[src/common/eecc_pkg.sv]
package eecc_pkg;

  // ----------------------------------------
  // register map and fields
  // ----------------------------------------
  localparam logic [7:0] CMD_CTRL_OFS = 8'hB0;
  localparam logic [7:0] DATA_BYTE_OFS = 8'hB4;
  localparam logic [7:0] IRQ_STAT_OFS = 8'hB8;
  localparam logic [7:0] IRQ_MASK_OFS = 8'hBC;
  localparam int BUSY_BIT = 31;
  localparam int CMD_LSB = 28;
  localparam int TIMEOUT_BIT = 9;
  localparam int LOADED_BIT = 8;
  localparam int IRQ_DONE_BIT = 0;
  localparam int IRQ_TO_BIT = 1;
  localparam int IRQ_W = 2;
  localparam logic [7:0] ADDR_RST = 8'h00;
  localparam logic [7:0] DATA_RST = 8'h00;
  localparam logic [7:0] SIGNATURE_BYTE = 8'hA5;
  localparam int STA_BYTES = 6;

  // ----------------------------------------
  // serial framing and timing
  // ----------------------------------------
  localparam int FRAME_W = 19;
  localparam int FRAME_SHORT = 11;
  localparam int RX_BITS = 8;
  localparam int CLK_PERIOD_NS = 10;
  localparam int SK_HALF_NS = 80;
  localparam int SK_HALF_CYC = (SK_HALF_NS + CLK_PERIOD_NS - 1) / CLK_PERIOD_NS;
  localparam int TIMEOUT_MS = 30;
  localparam int TIMEOUT_CYC = TIMEOUT_MS * 1000000 / CLK_PERIOD_NS;
  localparam int TO_W = 22;

  // ----------------------------------------
  // types
  // ----------------------------------------
  typedef enum logic [2:0] {
    CMD_READ, CMD_EW_DISABLE, CMD_EW_ENABLE, CMD_WRITE,
    CMD_WRITE_ALL, CMD_ERASE, CMD_ERASE_ALL, CMD_RELOAD
  } eecc_cmd_t;

  typedef enum logic [2:0] {
    ST_IDLE, ST_START, ST_SHIFT, ST_RECV, ST_GAP, ST_WAIT, ST_NEXT, ST_FINISH
  } eecc_state_t;

  typedef struct packed {
    logic [7:0] addr;
    logic [31:0] wdata;
    logic wr;
    logic rd;
  } eecc_bus_req_t;

  typedef struct packed {
    logic cs;
    logic sk;
    logic dataOut;
    logic dataOe;
  } eecc_pins_t;

  typedef struct packed {
    eecc_state_t state;
    logic [7:0] divCnt;
    eecc_pins_t pins;
    logic [FRAME_W-1:0] shift;
    logic [4:0] bitCnt;
    logic [3:0] rxCnt;
    logic [7:0] rx;
    eecc_cmd_t cmd;
    logic [7:0] addr;
    logic [7:0] data;
    logic busy;
    logic timeout;
    logic loaded;
    logic reloading;
    logic [2:0] idx;
    logic [TO_W-1:0] toCnt;
    logic [8*STA_BYTES-1:0] staAddr;
    logic [IRQ_W-1:0] irqStat;
    logic [IRQ_W-1:0] irqMask;
    logic [31:0] rdata;
    logic sync1;
    logic sync2;
  } eecc_regs_t;

endpackage : eecc_pkg

[src/hdl/eecc_ctrl.sv]
// The plain strobed port was left to the implementer.
`timescale 1ns/10ps
// Behaviour
// - the 3-bit command field selects read, disable, enable, write, write-all, erase, erase-all or reload.
// - writing one to busy starts the command, busy stays set until it ends, and the host leaves the registers alone.
// - busy reads set after reset while the station address load is tried, then clears.
// - write sends the data byte to the addressed location.
// - write-all sends the data byte to every location.
// - erase-all starts a bulk erase of the whole memory.
// - reload rereads the station address and fails unless location zero holds A5h.
// - the read-only loaded flag at bit 8 sets when a station address load succeeds.
// - no ready answer within 30 ms abandons the command and sets the timeout flag at bit 9, cleared by the host.
// - with the data pin pulled high and no memory, commands never time out and busy clears after the sequence.
// - the 8-bit address field in bits 7-0 resets to 00h and addresses a byte location.
// - the data register keeps the last byte read or the byte to write in bits 7:0, upper bits read zero.
module eecc_ctrl #(
  parameter int TIMEOUT_CYC = eecc_pkg::TIMEOUT_CYC
) (
  input wire logic clk,
  input wire logic rst,
  input wire eecc_pkg::eecc_bus_req_t busReq,
  output logic [31:0] regRdata,
  output logic irq,
  output eecc_pkg::eecc_pins_t eePins,
  input wire logic eeDataIn,
  output logic [8*eecc_pkg::STA_BYTES-1:0] stationAddr,
  output logic stationAddrLoaded
);

  // ----------------------------------------
  // helpers
  // ----------------------------------------
  function automatic logic [eecc_pkg::FRAME_W-1:0] frameFor(
    eecc_pkg::eecc_cmd_t c, logic [7:0] a, logic [7:0] d);
    case (c)
      eecc_pkg::CMD_READ, eecc_pkg::CMD_RELOAD: frameFor = {3'h6, a, 8'h00};
      eecc_pkg::CMD_EW_DISABLE: frameFor = {3'h4, 8'h00, 8'h00};
      eecc_pkg::CMD_EW_ENABLE: frameFor = {3'h4, 8'hC0, 8'h00};
      eecc_pkg::CMD_WRITE: frameFor = {3'h5, a, d};
      eecc_pkg::CMD_WRITE_ALL: frameFor = {3'h4, 8'h40, d};
      eecc_pkg::CMD_ERASE: frameFor = {3'h7, a, 8'h00};
      eecc_pkg::CMD_ERASE_ALL: frameFor = {3'h4, 8'h80, 8'h00};
      default: frameFor = '0;
    endcase
  endfunction : frameFor

  // only commands that program the array wait for a ready answer
  function automatic logic waitsReady(eecc_pkg::eecc_cmd_t c);
    waitsReady = (c == eecc_pkg::CMD_WRITE) || (c == eecc_pkg::CMD_WRITE_ALL) ||
                 (c == eecc_pkg::CMD_ERASE) || (c == eecc_pkg::CMD_ERASE_ALL);
  endfunction : waitsReady

  function automatic logic [4:0] frameLen(eecc_pkg::eecc_cmd_t c);
    frameLen = ((c == eecc_pkg::CMD_WRITE) || (c == eecc_pkg::CMD_WRITE_ALL)) ?
               5'(eecc_pkg::FRAME_W) : 5'(eecc_pkg::FRAME_SHORT);
  endfunction : frameLen

  // ----------------------------------------
  // state
  // ----------------------------------------
  localparam int TO_W = eecc_pkg::TO_W;

  eecc_pkg::eecc_regs_t s_q;
  eecc_pkg::eecc_regs_t s_d;

  always_comb begin
    logic tick;
    logic doneEv;
    logic toEv;
    logic [7:0] rxByte;
    eecc_pkg::eecc_cmd_t curCmd;
    logic [7:0] curAddr;
    logic [eecc_pkg::FRAME_W-1:0] frame;
    s_d = s_q;
    tick = (s_q.divCnt == 8'(eecc_pkg::SK_HALF_CYC - 1));
    doneEv = 1'b0;
    toEv = 1'b0;
    rxByte = {s_q.rx[6:0], s_q.sync2};
    curCmd = s_q.reloading ? eecc_pkg::CMD_READ : s_q.cmd;
    curAddr = s_q.reloading ? {5'h00, s_q.idx} : s_q.addr;
    frame = frameFor(curCmd, curAddr, s_q.data);
    s_d.sync1 = eeDataIn;
    s_d.sync2 = s_q.sync1;
    s_d.divCnt = tick ? 8'h00 : s_q.divCnt + 8'h01;
    s_d.rdata = 32'h0000_0000;

    // ----------------------------------------
    // register port
    // ----------------------------------------
    if (busReq.rd) begin
      case (busReq.addr)
        eecc_pkg::CMD_CTRL_OFS: begin
          s_d.rdata[eecc_pkg::BUSY_BIT] = s_q.busy;
          s_d.rdata[eecc_pkg::CMD_LSB +: 3] = s_q.cmd;
          s_d.rdata[eecc_pkg::TIMEOUT_BIT] = s_q.timeout;
          s_d.rdata[eecc_pkg::LOADED_BIT] = s_q.loaded;
          s_d.rdata[7:0] = s_q.addr;
        end
        eecc_pkg::DATA_BYTE_OFS: s_d.rdata[7:0] = s_q.data;
        eecc_pkg::IRQ_STAT_OFS: s_d.rdata[eecc_pkg::IRQ_W-1:0] = s_q.irqStat;
        eecc_pkg::IRQ_MASK_OFS: s_d.rdata[eecc_pkg::IRQ_W-1:0] = s_q.irqMask;
        default: s_d.rdata = 32'h0000_0000;
      endcase
    end
    if (busReq.wr) begin
      case (busReq.addr)
        eecc_pkg::CMD_CTRL_OFS: begin
          if (busReq.wdata[eecc_pkg::TIMEOUT_BIT]) begin
            s_d.timeout = 1'b0;
          end
          // while busy only the timeout clear of a write is taken, so the running frame stays intact
          if (!s_q.busy) begin
            s_d.addr = busReq.wdata[7:0];
            s_d.cmd = eecc_pkg::eecc_cmd_t'(busReq.wdata[eecc_pkg::CMD_LSB +: 3]);
            if (busReq.wdata[eecc_pkg::BUSY_BIT]) begin
              s_d.busy = 1'b1;
              s_d.state = eecc_pkg::ST_START;
              s_d.divCnt = 8'h00;
              s_d.pins.cs = 1'b1;
              s_d.idx = 3'h0;
              s_d.reloading = (s_d.cmd == eecc_pkg::CMD_RELOAD);
              if (s_d.cmd == eecc_pkg::CMD_RELOAD) begin
                s_d.loaded = 1'b0;
              end
            end
          end
        end
        eecc_pkg::DATA_BYTE_OFS: begin
          if (!s_q.busy) begin
            s_d.data = busReq.wdata[7:0];
          end
        end
        eecc_pkg::IRQ_STAT_OFS: s_d.irqStat = s_q.irqStat & ~busReq.wdata[eecc_pkg::IRQ_W-1:0];
        eecc_pkg::IRQ_MASK_OFS: s_d.irqMask = busReq.wdata[eecc_pkg::IRQ_W-1:0];
        default: ;
      endcase
    end

    // ----------------------------------------
    // serial sequencer
    // ----------------------------------------
    case (s_q.state)
      eecc_pkg::ST_IDLE: ;
      eecc_pkg::ST_START: begin
        s_d.pins.cs = 1'b1;
        s_d.pins.sk = 1'b0;
        if (tick) begin
          s_d.shift = frame << 1;
          s_d.pins.dataOut = frame[eecc_pkg::FRAME_W-1];
          s_d.pins.dataOe = 1'b1;
          s_d.bitCnt = frameLen(curCmd);
          s_d.state = eecc_pkg::ST_SHIFT;
        end
      end
      eecc_pkg::ST_SHIFT: begin
        if (tick) begin
          s_d.pins.sk = ~s_q.pins.sk;
          if (s_q.pins.sk) begin
            if (s_q.bitCnt == 5'h01) begin
              s_d.pins.dataOe = 1'b0;
              s_d.pins.dataOut = 1'b0;
              if (curCmd == eecc_pkg::CMD_READ) begin
                s_d.rxCnt = 4'(eecc_pkg::RX_BITS);
                s_d.state = eecc_pkg::ST_RECV;
              end else if (waitsReady(curCmd)) begin
                s_d.pins.cs = 1'b0;
                s_d.state = eecc_pkg::ST_GAP;
              end else begin
                s_d.state = eecc_pkg::ST_FINISH;
              end
            end else begin
              s_d.pins.dataOut = s_q.shift[eecc_pkg::FRAME_W-1];
              s_d.shift = s_q.shift << 1;
              s_d.bitCnt = s_q.bitCnt - 5'h01;
            end
          end
        end
      end
      eecc_pkg::ST_RECV: begin
        if (tick) begin
          s_d.pins.sk = ~s_q.pins.sk;
          // sampled at the end of the high phase, well after the memory drives
          if (s_q.pins.sk) begin
            s_d.rx = rxByte;
            s_d.rxCnt = s_q.rxCnt - 4'h1;
            if (s_q.rxCnt == 4'h1) begin
              s_d.state = eecc_pkg::ST_FINISH;
              if (!s_q.reloading) begin
                s_d.data = rxByte;
              end else if (s_q.idx == 3'h0) begin
                if (rxByte == eecc_pkg::SIGNATURE_BYTE) begin
                  s_d.idx = 3'h1;
                  s_d.pins.cs = 1'b0;
                  s_d.state = eecc_pkg::ST_NEXT;
                end
              end else begin
                s_d.staAddr[8*(32'(s_q.idx) - 1) +: 8] = rxByte;
                if (s_q.idx == 3'(eecc_pkg::STA_BYTES)) begin
                  s_d.loaded = 1'b1;
                end else begin
                  s_d.idx = s_q.idx + 3'h1;
                  s_d.pins.cs = 1'b0;
                  s_d.state = eecc_pkg::ST_NEXT;
                end
              end
            end
          end
        end
      end
      eecc_pkg::ST_NEXT: begin
        if (tick) begin
          s_d.pins.cs = 1'b1;
          s_d.state = eecc_pkg::ST_START;
        end
      end
      eecc_pkg::ST_GAP: begin
        if (tick) begin
          s_d.pins.cs = 1'b1;
          s_d.toCnt = '0;
          s_d.state = eecc_pkg::ST_WAIT;
        end
      end
      eecc_pkg::ST_WAIT: begin
        s_d.toCnt = s_q.toCnt + 1'b1;
        if (s_q.sync2) begin
          s_d.state = eecc_pkg::ST_FINISH;
        end else if (s_q.toCnt == TO_W'(TIMEOUT_CYC - 1)) begin
          s_d.timeout = 1'b1;
          toEv = 1'b1;
          s_d.state = eecc_pkg::ST_FINISH;
        end
      end
      eecc_pkg::ST_FINISH: begin
        s_d.pins = '0;
        s_d.busy = 1'b0;
        s_d.reloading = 1'b0;
        doneEv = 1'b1;
        s_d.state = eecc_pkg::ST_IDLE;
      end
      default: s_d.state = eecc_pkg::ST_IDLE;
    endcase

    // set wins over a clear in the same cycle
    s_d.irqStat[eecc_pkg::IRQ_DONE_BIT] = s_d.irqStat[eecc_pkg::IRQ_DONE_BIT] | doneEv;
    s_d.irqStat[eecc_pkg::IRQ_TO_BIT] = s_d.irqStat[eecc_pkg::IRQ_TO_BIT] | toEv;
  end

  always_ff @(posedge clk) begin
    if (rst) begin
      s_q <= '0;
      s_q.state <= eecc_pkg::ST_START;
      s_q.busy <= 1'b1;
      s_q.reloading <= 1'b1;
      s_q.pins.cs <= 1'b1;
      s_q.addr <= eecc_pkg::ADDR_RST;
      s_q.data <= eecc_pkg::DATA_RST;
    end else begin
      s_q <= s_d;
    end
  end

  // ----------------------------------------
  // outputs
  // ----------------------------------------
  assign regRdata = s_q.rdata;
  assign irq = |(s_q.irqStat & s_q.irqMask);
  assign eePins = s_q.pins;
  assign stationAddr = s_q.staAddr;
  assign stationAddrLoaded = s_q.loaded;

endmodule : eecc_ctrl

[config.mk]
export PLATFORM = sky130hd
export DESIGN_NAME = eecc_ctrl
export DESIGN_NICKNAME = d
export VERILOG_FILES = /design/src/common/eecc_pkg.sv /design/src/hdl/eecc_ctrl.sv
export SDC_FILE = /design/constraint.sdc
export NUM_CORES = 1
export LEC_CHECK = 0
export ABC_AREA = 1
export BUFFER_PORTS_ARGS = -buffer_cell sky130_fd_sc_hd__buf_2
export CORE_MARGIN = 2
export CORE_UTILIZATION = 40
export CTS_BUF_LIST = sky130_fd_sc_hd__clkbuf_4
export CTS_CLUSTER_DIAMETER = 60
export DETAILED_ROUTE_END_ITERATION = 7
export SETUP_SLACK_MARGIN = 0.5
export SLEW_MARGIN = 20
export SYNTH_ARGS = -nofsm -noshare
export SYNTH_HDL_FRONTEND = slang
export SYNTH_SLANG_ARGS = --single-unit
export TNS_END_PERCENT = 20
[constraint.sdc]
create_clock -name clk -period 2.4 [get_ports clk]
set_input_delay 0.48 -clock clk [delete_from_list [all_inputs] [get_ports clk]]
set_output_delay 0.48 -clock clk [all_outputs]
set_load 0.05 [all_outputs]
# Word level (Yosys, flattened, before mapping)
# Index checks and enable logic that the tools add are counted.
[totals]
register_bits = 185
latch_bits = 0
mem_bits_rw = 0
romBits = 0
word_cells = 213
memories = 0
[op_classes]
add_sub_neg = 7
n_mul = 0
div_mod_pow = 0
order_cmp = 0
eq_ne = 35
shift = 2
n_mux = 101
bitwise = 10
reduce_logical = 31
[op_table]
columns = ["operator", "count"]
rows = [
  ["$pmux W19 S7", 1],
  ["$mux W12", 6],
  ["$mux W8", 9],
  ["$mux W3", 23],
  ["$bwmux W48", 1],
  ["$pmux W24 S2", 1],
  ["$shift A8 B34 Y48 const A", 1],
  ["$shiftx A8 B34 Y48", 1],
  ["$pmux W22 S2", 1],
  ["$eq A8 B8 Y1 const B", 5],
  ["$mux W1", 35],
  ["$neg A32 Y34", 1],
  ["$mux W32", 1],
  ["$eq A3 B3 Y1 const B", 10],
  ["$mux W30", 1],
  ["$mux W26", 1],
  ["$mux W24", 1],
  ["$add A22 B1 Y22 const B", 1],
  ["$eq A22 B22 Y1 const B", 1],
  ["$mux W22", 1],
  ["$pmux W3 S7", 1],
  ["$ne A2 B2 Y1 const B", 9],
  ["$mux W15", 1],
  ["$mux W5", 3],
  ["other kinds (36)", 70],
]

# Logic depth before layout (Yosys ltp)
# Gate-level depths: netlist of run 1.
[logic_depth]
depth_word = 13
ltp_mapped = 22

# Worst setup path before layout of run 1
# No wires, ideal clock.
[synth_timing]
path_type = "flip-flop to flip-flop"
start = "reg s_q[108] (netlist name)"
end = "reg s_q, in the netlist stationAddr[34]"
setup_ns = 0.113
arrival_ns = 2.455
t_required_ns = 2.287
setup_slack_ns = -0.168
path_stages_with_launch = 19
path_buffers = 2
synth_period_minus_slack_ns = 2.568
path_cell_list = "dfxtp_1 buf_4 inv_2 ha_1 nand2_1 nor2_1 inv_1 ha_1 nor3_1 nand2_1 nand2_1 nand2_1 nor2_1 nand2_1 nor2_2 buf_6 nand2_1 nand2_1 nor2_1"
[synth_via]
elab_chain_len = 4
[synth_rtl]
columns = ["item", "line", "rtl"]
rows = [
  ["from (decl)", "eecc_ctrl.sv:63", "eecc_pkg::eecc_regs_t s_q;"],
  ["$sub A3 B1 Y4", "eecc_ctrl.sv:197", "s_d.staAddr[8*(32'(s_q.idx) - 1) +: 8] = rxByte;"],
  ["$neg A32 Y34", "eecc_ctrl.sv:197", ""],
  ["$shiftx A8 B34 Y48 or $shift A8 B34 Y48 (tied branches)", "eecc_ctrl.sv:197", ""],
  ["$bwmux W48", "eecc_ctrl.sv:197", ""],
]
# Several ways; a longest one is shown, not always the timed one.
# A chain may end at the register's enable or synchronous reset.

# Worst setup path after layout of run 1
[layout_timing]
start = "reg s_q[108] (netlist name)"
end = "reg s_q, in the netlist stationAddr[1]"
# The elaborated chain is that of the path after synthesis.

==> flow_metrics.env, run 1 <==
export IMPL_regToRegStartpoint="s_q[108]"
export IMPL_setup_viol=23
export IMPL_yosysUniqueCellTypes=44
export IMPL_clockBufferDepth=2
export IMPL_period_share=1.02
export IMPL_min_to="s_d[0]"
export IMPL_detailed_place_hpwl_um=16400
export IMPL_cp_startpoint="s_q[108]"
export IMPL_synth_edff_count=0
export IMPL_start_util=0.410
export IMPL_grt_pass1_wl_um=37800
export IMPL_place_congestion=0.820
export IMPL_fin_setup_tns_ns=-0.633
export IMPL_netlist_area_um2=9000
export IMPL_drt_iter0_drc=493
export IMPL_cts_buffers=17
export IMPL_path_class="reg2reg"
export IMPL_cp_end_kind="flop"
export IMPL_area_growth_synth_to_final_pct=17.9
export IMPL_fin_cells=1689
export IMPL_ys_top_cells_by_area="dfxtp_1 37%, nand2_1 11%, nor2_1 8.0%, buf_4 7.4%, inv_1 6.1%"
export IMPL_antenna_found_initial=1
export IMPL_leakage_nw=4.44
export IMPL_cts_clk_slew_worst_paths_ns=0.15
export IMPL_clock_skew_final_ns=0.0203
export IMPL_num_nets_final=1456
export IMPL_die_area_um2=23700
export IMPL_io_pins=131
export IMPL_run_status="finished, violations left"
export IMPL_slowest_stage="dfxtp_4"
export IMPL_yosysTopAreaCellShare=0.367
export IMPL_hp_class="in2reg"
export IMPL_rrSetupSlack_ns=-0.06
export IMPL_placed_cells=1642
export IMPL_clk_latency_ns=0.57
export IMPL_yosysTopAreaCell="dfxtp_1"
export IMPL_postLayoutCellArea_um2=10600
export IMPL_via_count=8496
export IMPL_drive_above_1_share=0.244
export IMPL_port_buffers=93
export IMPL_placedInstanceArea_um2=9460
export IMPL_grtUsageTotal=0.194
export IMPL_cts_tree="yes"
export IMPL_cellPowerDensity_nw_per_um2=469
export IMPL_worstMarginPinSlew_ns=0.632
export IMPL_core_area_um2=22000
export IMPL_cp_common_cell="nand2_2"
export IMPL_postRouteAntennaNets=0
export IMPL_hold_ws_ns=0.0866
export IMPL_post_route_min_period_ns=2.46
export IMPL_syn_area_per_cell_um2=6.75
export IMPL_final_hold_viol_count=0
export IMPL_cp_max_fo=8
export IMPL_ys_async_sr_fraction=0
export IMPL_die_y_um=154
export IMPL_cts_sinks=165
export IMPL_dr_pass1_iters=6
export IMPL_routedWlPerCell_um=13.9
export IMPL_fmax_mhz=407
export IMPL_cts_root_buf="clkbuf_4"
export IMPL_cts_htree_levels=4
export IMPL_maxCapViolCount=0
export IMPL_routed_wl_um=23500
export IMPL_row_count=54
export IMPL_syn_inst=1334
export IMPL_yosysWarningCount=0
export IMPL_path_cells="inv_8, ha_4, inv_2, nand2_4, nand3_4, nor2_4, inv_2, ha_4, nand2_2, nor2_1, nand2_1, nand2_2, nand2_4, buf_4, nor3_4, buf_6, nand2_8, nand2_2, nand2_1, nor2_1"
export IMPL_r2r_end="stationAddr[1]"
export IMPL_vdd_ir_drop_max_uv=292
export IMPL_synth_most_common_cell="nand2_1"
export IMPL_rsz0062_at_grt="true"
export IMPL_arrival_ns=2.99
export IMPL_postCtsHoldBufs=0
export IMPL_grt_pass1_vias=7662
export IMPL_pre_cts_slack_ns=-0.0324
export IMPL_violations="setup timing"
export IMPL_synth_ff_type="dfxtp_1"
export IMPL_fin_ws_ns=-0.0590
export IMPL_critPathLaunchType="flop"
export IMPL_dieWidth_um=154
export IMPL_critPathMaxStageDelay_ns=0.40
export IMPL_grt_max_degree=52
export IMPL_synth_seq_cells=165
export IMPL_routed_via_density=5.03
export IMPL_holdCritStartpoint="eeDataIn"
export IMPL_max_slew_margin_rel=0.579
export IMPL_holdPathStages=3
export IMPL_synth_seq_area_share=0.367
export IMPL_grt_overflow_total=0
export IMPL_r2r_cells=20
export IMPL_worstPathRequired_ns=2.93
export IMPL_yosys_top_cells_count="259 x nand2_1, 192 x nor2_1, 165 x dfxtp_1"
export IMPL_drv_slew=0
export IMPL_drc_errors=0
==> power by group <==
part           internal, W  leakage [nW]  switching (W)
combinational     0.000140          2.95       0.000299
clock             0.000639         0.145        0.00105
sequential         0.00280          1.34      0.0000540
==> state kept, by name, summed over array words and instances (netlist names) <==
register and cells:
eePins 4, regRdata 14, s_d 1, s_q 97
stationAddr 48, stationAddrLoaded 1
==> metrics by stage <==
step / power [W] / util
after floorplan: 0.00322 / -
after global placement: 0.00329 / 0.431
after detailed placement: 0.00329 / 0.431
after CTS: 0.00497 / 0.450
after global routing: 0.00521 / 0.483
final: 0.00498 / 0.483
==> critical path, delay by kind of cell, from the launching register on <==
family	cells	cell delay, ns
AND/OR/NAND/NOR	13	1.11
buffers and inverters	5	0.49
adder cells (fa/ha/maj)	2	0.42
flip-flops	1	0.40
==> area by class of cell <==
type / count / area (um^2)
fill: 2200 / 11300
multi-input combinational: 901 / 4970
sequential: 165 / 3330
timing repair buffer: 154 / 1050
inverter: 156 / 624
tap: 280 / 350
clock inverter: 14 / 151
clock buffer: 18 / 135
antenna: 1 / 2.50
==> cell usage in the layout, fill, tap and decap left out, drive strengths merged, types with 2 or more instances in the layout <==
cell type,synthesis,routed
or2,2,2
dfxtp,165,165
clkinvlp,0,8
clkinv,3,5
nand4,25,25
xor2,3,3
xnor2,3,3
nor4,22,22
nand2,266,267
nor3b,3,3
a21oi,103,103
bufinv,0,2
o31ai,2,2
conb,1,18
buf,107,153
o21ai,97,97
nor3,29,29
inv,153,155
clkbuf,23,19
ha,16,16
a211oi,16,16
nand3b,2,2
o22ai,8,8
a21o,2,2
nor2,201,201
nand3,75,75
==> metal layers <==
metal	share of wire	track usage
met1	0.48	0.263
met2	0.47	0.316
met3	0.050	0.0437
met4	0.0086	0.0396
met5	0	0
==> logic make-up (layout without fill, tap and decap cells) <==
kind of cell	after synthesis	count (layout)	share of synthesized area
adders and majority gates	16	16	0.0222
AOI/OAI and AO/OA	233	233	0.138
DFF	165	165	0.367
other	1	19	0.000416
xor gates and xnor gates	6	6	0.00584
buffers and inverters	286	342	0.161
and+or+nand+nor	627	628	0.306
==> timing repair <==
item                                    4_1_cts  5_1_grt
gates resized for setup                      22      168
pin swaps                                     8       68
buffers inserted                              3        8
cloned                                        2        1
endpoints found under the setup margin      104      115
==> worst max path at each step <==
stage,cells past startpoint,to
detailed placement,18,stationAddr[35]
floorplan,22,stationAddr[34]
global route,20,stationAddr[1]
global placement,20,stationAddr[34]
finish,20,stationAddr[1]
CTS,19,stationAddr[38]
No activity file was read; power rests on OpenSTA's default activity.
==> run 2, diff against run 1 <==
--- a/config.mk
+++ b/config.mk
@@ -12,6 +12,7 @@
 export CTS_BUF_LIST = sky130_fd_sc_hd__clkbuf_4
 export CTS_CLUSTER_DIAMETER = 60
 export DETAILED_ROUTE_END_ITERATION = 7
+export REMOVE_ABC_BUFFERS = 1
 export SETUP_SLACK_MARGIN = 0.5
 export SLEW_MARGIN = 20
 export SYNTH_ARGS = -nofsm -noshare
==> run 2 against run 1 <==
Sequential cell count is the same. Clock power decreased by 3%. Critical endpoint is now stationAddr[21]. The run still ends with setup timing left. Cell count up 0.18%. Core utilization is 1.6 points lower. Total power shrank 2.0%. Sequential power about the same. Final area fell by 3.3%. Largest power group unchanged. Setup slack worse by 0.059 ns.
==> flow_metrics.env, run 2 (synthesis gave the netlist of run 1 again) <==
export IMPL_leakage_nw=4.33
export IMPL_routedWlPerCell_um=13.7
export IMPL_final_hold_viol_count=0
export IMPL_postCtsHoldBufs=0
export IMPL_drt_iter0_drc=546
export IMPL_wl_met3_um=1060
export IMPL_max_slew_margin_rel=0.549
export IMPL_grt_pass1_wl_um=37400
export IMPL_grt_overflow_total=0
export IMPL_antenna_found_initial=0
export IMPL_postLayoutCellArea_um2=10300
export IMPL_path_buf_inv=7
export IMPL_cts_htree_levels=4
export IMPL_top_register="s_q"
export IMPL_postRouteAntennaNets=0
export IMPL_clk_latency_ns=0.57
export IMPL_critPathLaunchType="flop"
export IMPL_path_delay_family="simple AND/OR/NAND/NOR gates"
export IMPL_routed_wl_um=23200
export IMPL_fin_setup_tns_ns=-1.51
export IMPL_maxCapViolCount=0
export IMPL_drc_errors=0
export IMPL_cp_end_kind="flop"
export IMPL_path_class="reg2reg"
export IMPL_die_area_um2=23700
export IMPL_largest_reg_flops=97
export IMPL_drive_above_1_share=0.205
export IMPL_cts_buffers=17
export IMPL_worstPathRequired_ns=2.91
export IMPL_cts_clk_slew_worst_paths_ns=0.14
export IMPL_slowest_stage="dfxtp_4"
export IMPL_critPathMaxStageDelay_ns=0.39
export IMPL_cp_common_cell="buf_4"
export IMPL_hp_class="in2reg"
export IMPL_final_cell_mix="243 x nand2_1, 181 x nor2_1, 161 x dfxtp_1, 138 x inv_1, 101 x a21oi_1"
export IMPL_via_count=8397
export IMPL_start_util=0.410
export IMPL_row_count=54
export IMPL_fin_ws_ns=-0.118
export IMPL_cts_sinks=165
export IMPL_port_buffers=93
export IMPL_detailed_place_hpwl_um=16200
export IMPL_placedInstanceArea_um2=9480
export IMPL_grt_pass1_vias=7619
export IMPL_violations="setup timing"
export IMPL_clock_skew_final_ns=0.0184
export IMPL_num_nets_final=1461
export IMPL_routed_via_density=4.96
export IMPL_cts_tree="yes"
export IMPL_period_share=1.05
export IMPL_dr_pass1_iters=8
export IMPL_drv_slew=0
export IMPL_clockBufferDepth=2
export IMPL_nFillCells=2266
export IMPL_wl_met2_um=10300
export IMPL_run_status="finished, violations left"
export IMPL_cp_max_fo=4
export IMPL_arrival_ns=3.03
export IMPL_grtUsageTotal=0.192
export IMPL_vdd_ir_drop_max_uv=326
export IMPL_fmax_mhz=397
export IMPL_rsz0062_at_grt="true"
export IMPL_hold_ws_ns=0.101
export IMPL_top_layer_used="met4"
export IMPL_place_congestion=0.900
export IMPL_io_pins=131
export IMPL_rrSetupSlack_ns=-0.12
export IMPL_dieWidth_um=154
export IMPL_final_common_cell="nand2_1"
export IMPL_setup_viol=18
export IMPL_diodes=0
export IMPL_die_y_um=154
export IMPL_core_area_um2=22000
export IMPL_wl_met1_um=11400
export IMPL_area_growth_synth_to_final_pct=14.0
export IMPL_path_depth=18
export IMPL_holdPathStages=3
export IMPL_worstMarginPinSlew_ns=0.677
export IMPL_cts_root_buf="clkbuf_4"
export IMPL_post_route_min_period_ns=2.52
export IMPL_path_cells="buf_4, nor3_2, buf_4, inv_6, buf_4, ha_4, nor3_2, nand2_1, nand2_1, nand2_2, buf_6, nor2_4, buf_4, nand4_4, buf_6, nand2_2, nand2_1, nor2_1"
export IMPL_r2r_cells=18
export IMPL_cellPowerDensity_nw_per_um2=475
export IMPL_grt_max_degree=52
[run 2: final timing paths]
path,startpoint,to
max,s_q[108],stationAddr[21]
min,eeDataIn,s_d[0]
max reg2reg,s_q[108],stationAddr[21]
min reg2reg,s_d[0],s_q[0]
[run 2: where the power goes]
part           leakage [nW]  internal, W  switching [W]  total (W)
registers              1.34      0.00280      0.0000440    0.00284
logic                  2.85     0.000112       0.000283   0.000395
clock network         0.139     0.000619        0.00102    0.00164
[run 2: final cells by class]
type                    instances  area [um^2]  share of cell area
flip-flops and latches        165         3310               0.323
inverters                     156          608              0.0592
clock buffers                  18          135              0.0132
repair buffers                160         1050               0.102
well taps                     280          350              0.0341
clock inverters                13          135              0.0132
multi-input cells             900         4680               0.456
[run 2: stage by stage]
step,instances,power [W],util,worst slack (ns)
3_5_place_dp,1653,0.00329,0.432,-0.279
5_1_grt,1692,0.00510,0.467,-0.284
2_1_floorplan,1221,0.00317,-,-0.497
3_3_place_gp,1653,0.00329,0.432,-0.194
4_1_cts,1690,0.00493,0.459,-0.0618
6_report,1692,0.00488,0.467,-0.118
[run 2: metal layers]
metal / vias up / global-route usage
met4: 0 / 0.0538
met1: 3809 / 0.268
met5: - / 0
met3: 30 / 0.0324
met2: 201 / 0.305
li1: 4357 / -
[run 2: worst register-to-register path: stages (launching register included)]
cell and delay [ns]:
dfxtp_4 0.39, buf_4 0.14, nor3_2 0.18, buf_4 0.20, inv_6 0.06, buf_4 0.14, ha_4 0.16, nor3_2 0.16
nand2_1 0.07, nand2_1 0.07, nand2_2 0.08, buf_6 0.13, nor2_4 0.12, buf_4 0.14, nand4_4 0.09, buf_6 0.15
nand2_2 0.04, nand2_1 0.04, nor2_1 0.12
[run 2: timing repair]
item,CTS,global route
pin swaps,17,21
gates cloned,1,0
buffers inserted,5,2
endpoints found under the setup margin,105,117
hold endpoints to repair,0,0
gates resized for setup,64,42
==> run 3, diff against run 2 <==
--- a/config.mk
+++ b/config.mk
@@ -8,11 +8,11 @@
 export ABC_AREA = 1
 export BUFFER_PORTS_ARGS = -buffer_cell sky130_fd_sc_hd__buf_2
 export CORE_MARGIN = 2
-export CORE_UTILIZATION = 40
+export CORE_UTILIZATION = 47
 export CTS_BUF_LIST = sky130_fd_sc_hd__clkbuf_4
 export CTS_CLUSTER_DIAMETER = 60
 export DETAILED_ROUTE_END_ITERATION = 7
-export REMOVE_ABC_BUFFERS = 1
+export PLACE_DENSITY = 0.7
 export SETUP_SLACK_MARGIN = 0.5
 export SLEW_MARGIN = 20
 export SYNTH_ARGS = -nofsm -noshare
==> run 3 against run 2 <==
The flow still finishes with violations (setup timing). Clock skew rose by 0.0068 ns. Non-clock buffer count fell by 8. Largest power group unchanged. Final area rose by 3.5%. Clock-buffer cell count rose by 1. Critical path depth fell by 2. Global-route usage rose by 3.1 points. Total power rose by 2.6%. Worst hold slack got worse by 0.0074 ns. First-iteration DRC count fell by 1.8%. Critical path type unchanged.
==> flow_metrics.env, run 3 (synthesis gave the netlist of run 1 again) <==
export IMPL_dr_pass1_iters=5
export IMPL_placed_cells=1594
export IMPL_antenna_found_initial=1
export IMPL_worstPathRequired_ns=2.92
export IMPL_cts_buffers=17
export IMPL_die_y_um=142
export IMPL_multi_input_area_um2=5050
export IMPL_setup_viol=24
export IMPL_routedWlPerCell_um=14.1
export IMPL_grt_pass1_wl_um=36700
export IMPL_place_congestion=0.878
export IMPL_die_area_um2=20300
export IMPL_critPathLaunchType="flop"
export IMPL_top_register="s_q"
export IMPL_clk_latency_ns=0.60
export IMPL_post_route_min_period_ns=2.54
export IMPL_cts_sinks=165
export IMPL_holdCritStartpoint="eeDataIn"
export IMPL_drv_slew=0
export IMPL_fmax_mhz=393
export IMPL_fin_cells=1641
export IMPL_routed_via_density=5.24
export IMPL_dieWidth_um=142
export IMPL_clockBufferDepth=2
export IMPL_finalPower_w=0.00501
export IMPL_cellPowerDensity_nw_per_um2=471
export IMPL_cp_max_fo=8
export IMPL_period_share=1.06
export IMPL_detailed_place_hpwl_um=15600
export IMPL_fin_ws_ns=-0.143
export IMPL_area_growth_synth_to_final_pct=18.0
export IMPL_cts_htree_levels=4
export IMPL_drive_above_1_share=0.244
export IMPL_drt_iter0_drc=536
export IMPL_postRouteAntennaNets=0
export IMPL_clock_skew_final_ns=0.0252
export IMPL_fin_setup_tns_ns=-1.70
export IMPL_rsz0062_at_grt="true"
export IMPL_maxCapViolCount=0
export IMPL_max_slew_margin_rel=0.553
export IMPL_port_buffers=93
export IMPL_seqCellArea_um2=3320
export IMPL_run_status="finished, violations left"
export IMPL_cts_clk_slew_worst_paths_ns=0.13
export IMPL_leakage_nw=4.52
export IMPL_hp_class="in2reg"
export IMPL_grtUsageTotal=0.222
export IMPL_row_count=50
export IMPL_num_nets_final=1454
export IMPL_hold_ws_ns=0.0941
export IMPL_start_util=0.480
export IMPL_drc_errors=0
export IMPL_arrival_ns=3.06
export IMPL_core_area_um2=18800
export IMPL_routed_wl_um=23200
export IMPL_final_hold_viol_count=0
export IMPL_via_count=8599
export IMPL_final_common_cell="nand2_1"
export IMPL_vdd_ir_drop_max_uv=360
export IMPL_grt_max_degree=52
export IMPL_violations="setup timing"
export IMPL_grt_overflow_total=0
export IMPL_final_cell_mix="242 x nand2_1, 173 x nor2_1, 154 x dfxtp_1, 132 x inv_1, 98 x a21oi_1"
export IMPL_cts_root_buf="clkbuf_4"
export IMPL_io_pins=131
export IMPL_largest_reg_flops=97
export IMPL_worstMarginPinSlew_ns=0.670
export IMPL_cp_startpoint="s_q[108]"
export IMPL_path_class="reg2reg"
export IMPL_nFillCells=1718
export IMPL_regToRegStartpoint="s_q[108]"
export IMPL_grt_pass1_vias=7637
export IMPL_cp_end_kind="flop"
export IMPL_cts_tree="yes"
run 3: per-layer routing:
metal / vias up / wire [um] / global-route usage
met1: 3921 / 10500 / 0.297
met3: 47 / 1490 / 0.0441
met5: - / 0 / 0
met4: 0 / 514 / 0.0844
met2: 269 / 10600 / 0.355
li1: 4362 / - / -
run 3: power breakdown:
part,internal (W),leakage [nW],switching (W)
clock,0.000740,0.158,0.00101
combinational,0.000122,3.02,0.000286
sequential,0.00280,1.34,0.0000484
total,0.00366,4.52,0.00135
run 3: final cells by class:
class / instances / area share
Antenna cell: 1 / 0.000236
Inverter: 156 / 0.0581
Sequential cell: 165 / 0.313
Clock inverter: 13 / 0.0150
Multi-Input combinational cell: 901 / 0.476
Tap cell: 234 / 0.0276
Timing Repair Buffer: 152 / 0.0977
Clock buffer: 19 / 0.0134
run 3: path summary, 6_finish.rpt:
check | cells past startpoint | end | slack (ns)
min reg2reg | 2 | s_q[0] | 0.42
max | 16 | stationAddr[6] | -0.14
max reg2reg | 16 | stationAddr[6] | -0.14
min | 3 | s_d[0] | 0.09
run 3: timing repair:
item | in CTS | in global routing
gates cloned | 2 | 0
hold endpoints to repair | 0 | 0
pin swaps | 112 | 64
resized for setup | 135 | 63
hold buffers | 0 | 0
endpoints found under the setup margin | 109 | 107
buffers inserted | 6 | 6
run 3: critical path, stage by stage (launching register included):
cell and delay [ns]:
dfxtp_4 0.40, buf_6 0.13, nor3_4 0.32, nor2_4 0.06
buf_6 0.12, ha_4 0.27, nand2_1 0.05, nor2_1 0.10
nand2_1 0.08, nand2_2 0.08, nand2_4 0.06, buf_4 0.14
nor3_4 0.19, nand2_2 0.17, nand2_1 0.11, nand2_1 0.05
nor2_1 0.13
run 3: through the flow:
step	util	setup WS, ns	cell area [um^2]
2_1_floorplan	-	0.0376	9130
3_3_place_gp	0.500	-0.0425	9380
3_5_place_dp	0.500	-0.117	9380
4_1_cts	0.550	-0.0125	10300
5_1_grt	0.566	-0.284	10600
6_report	0.566	-0.143	10600
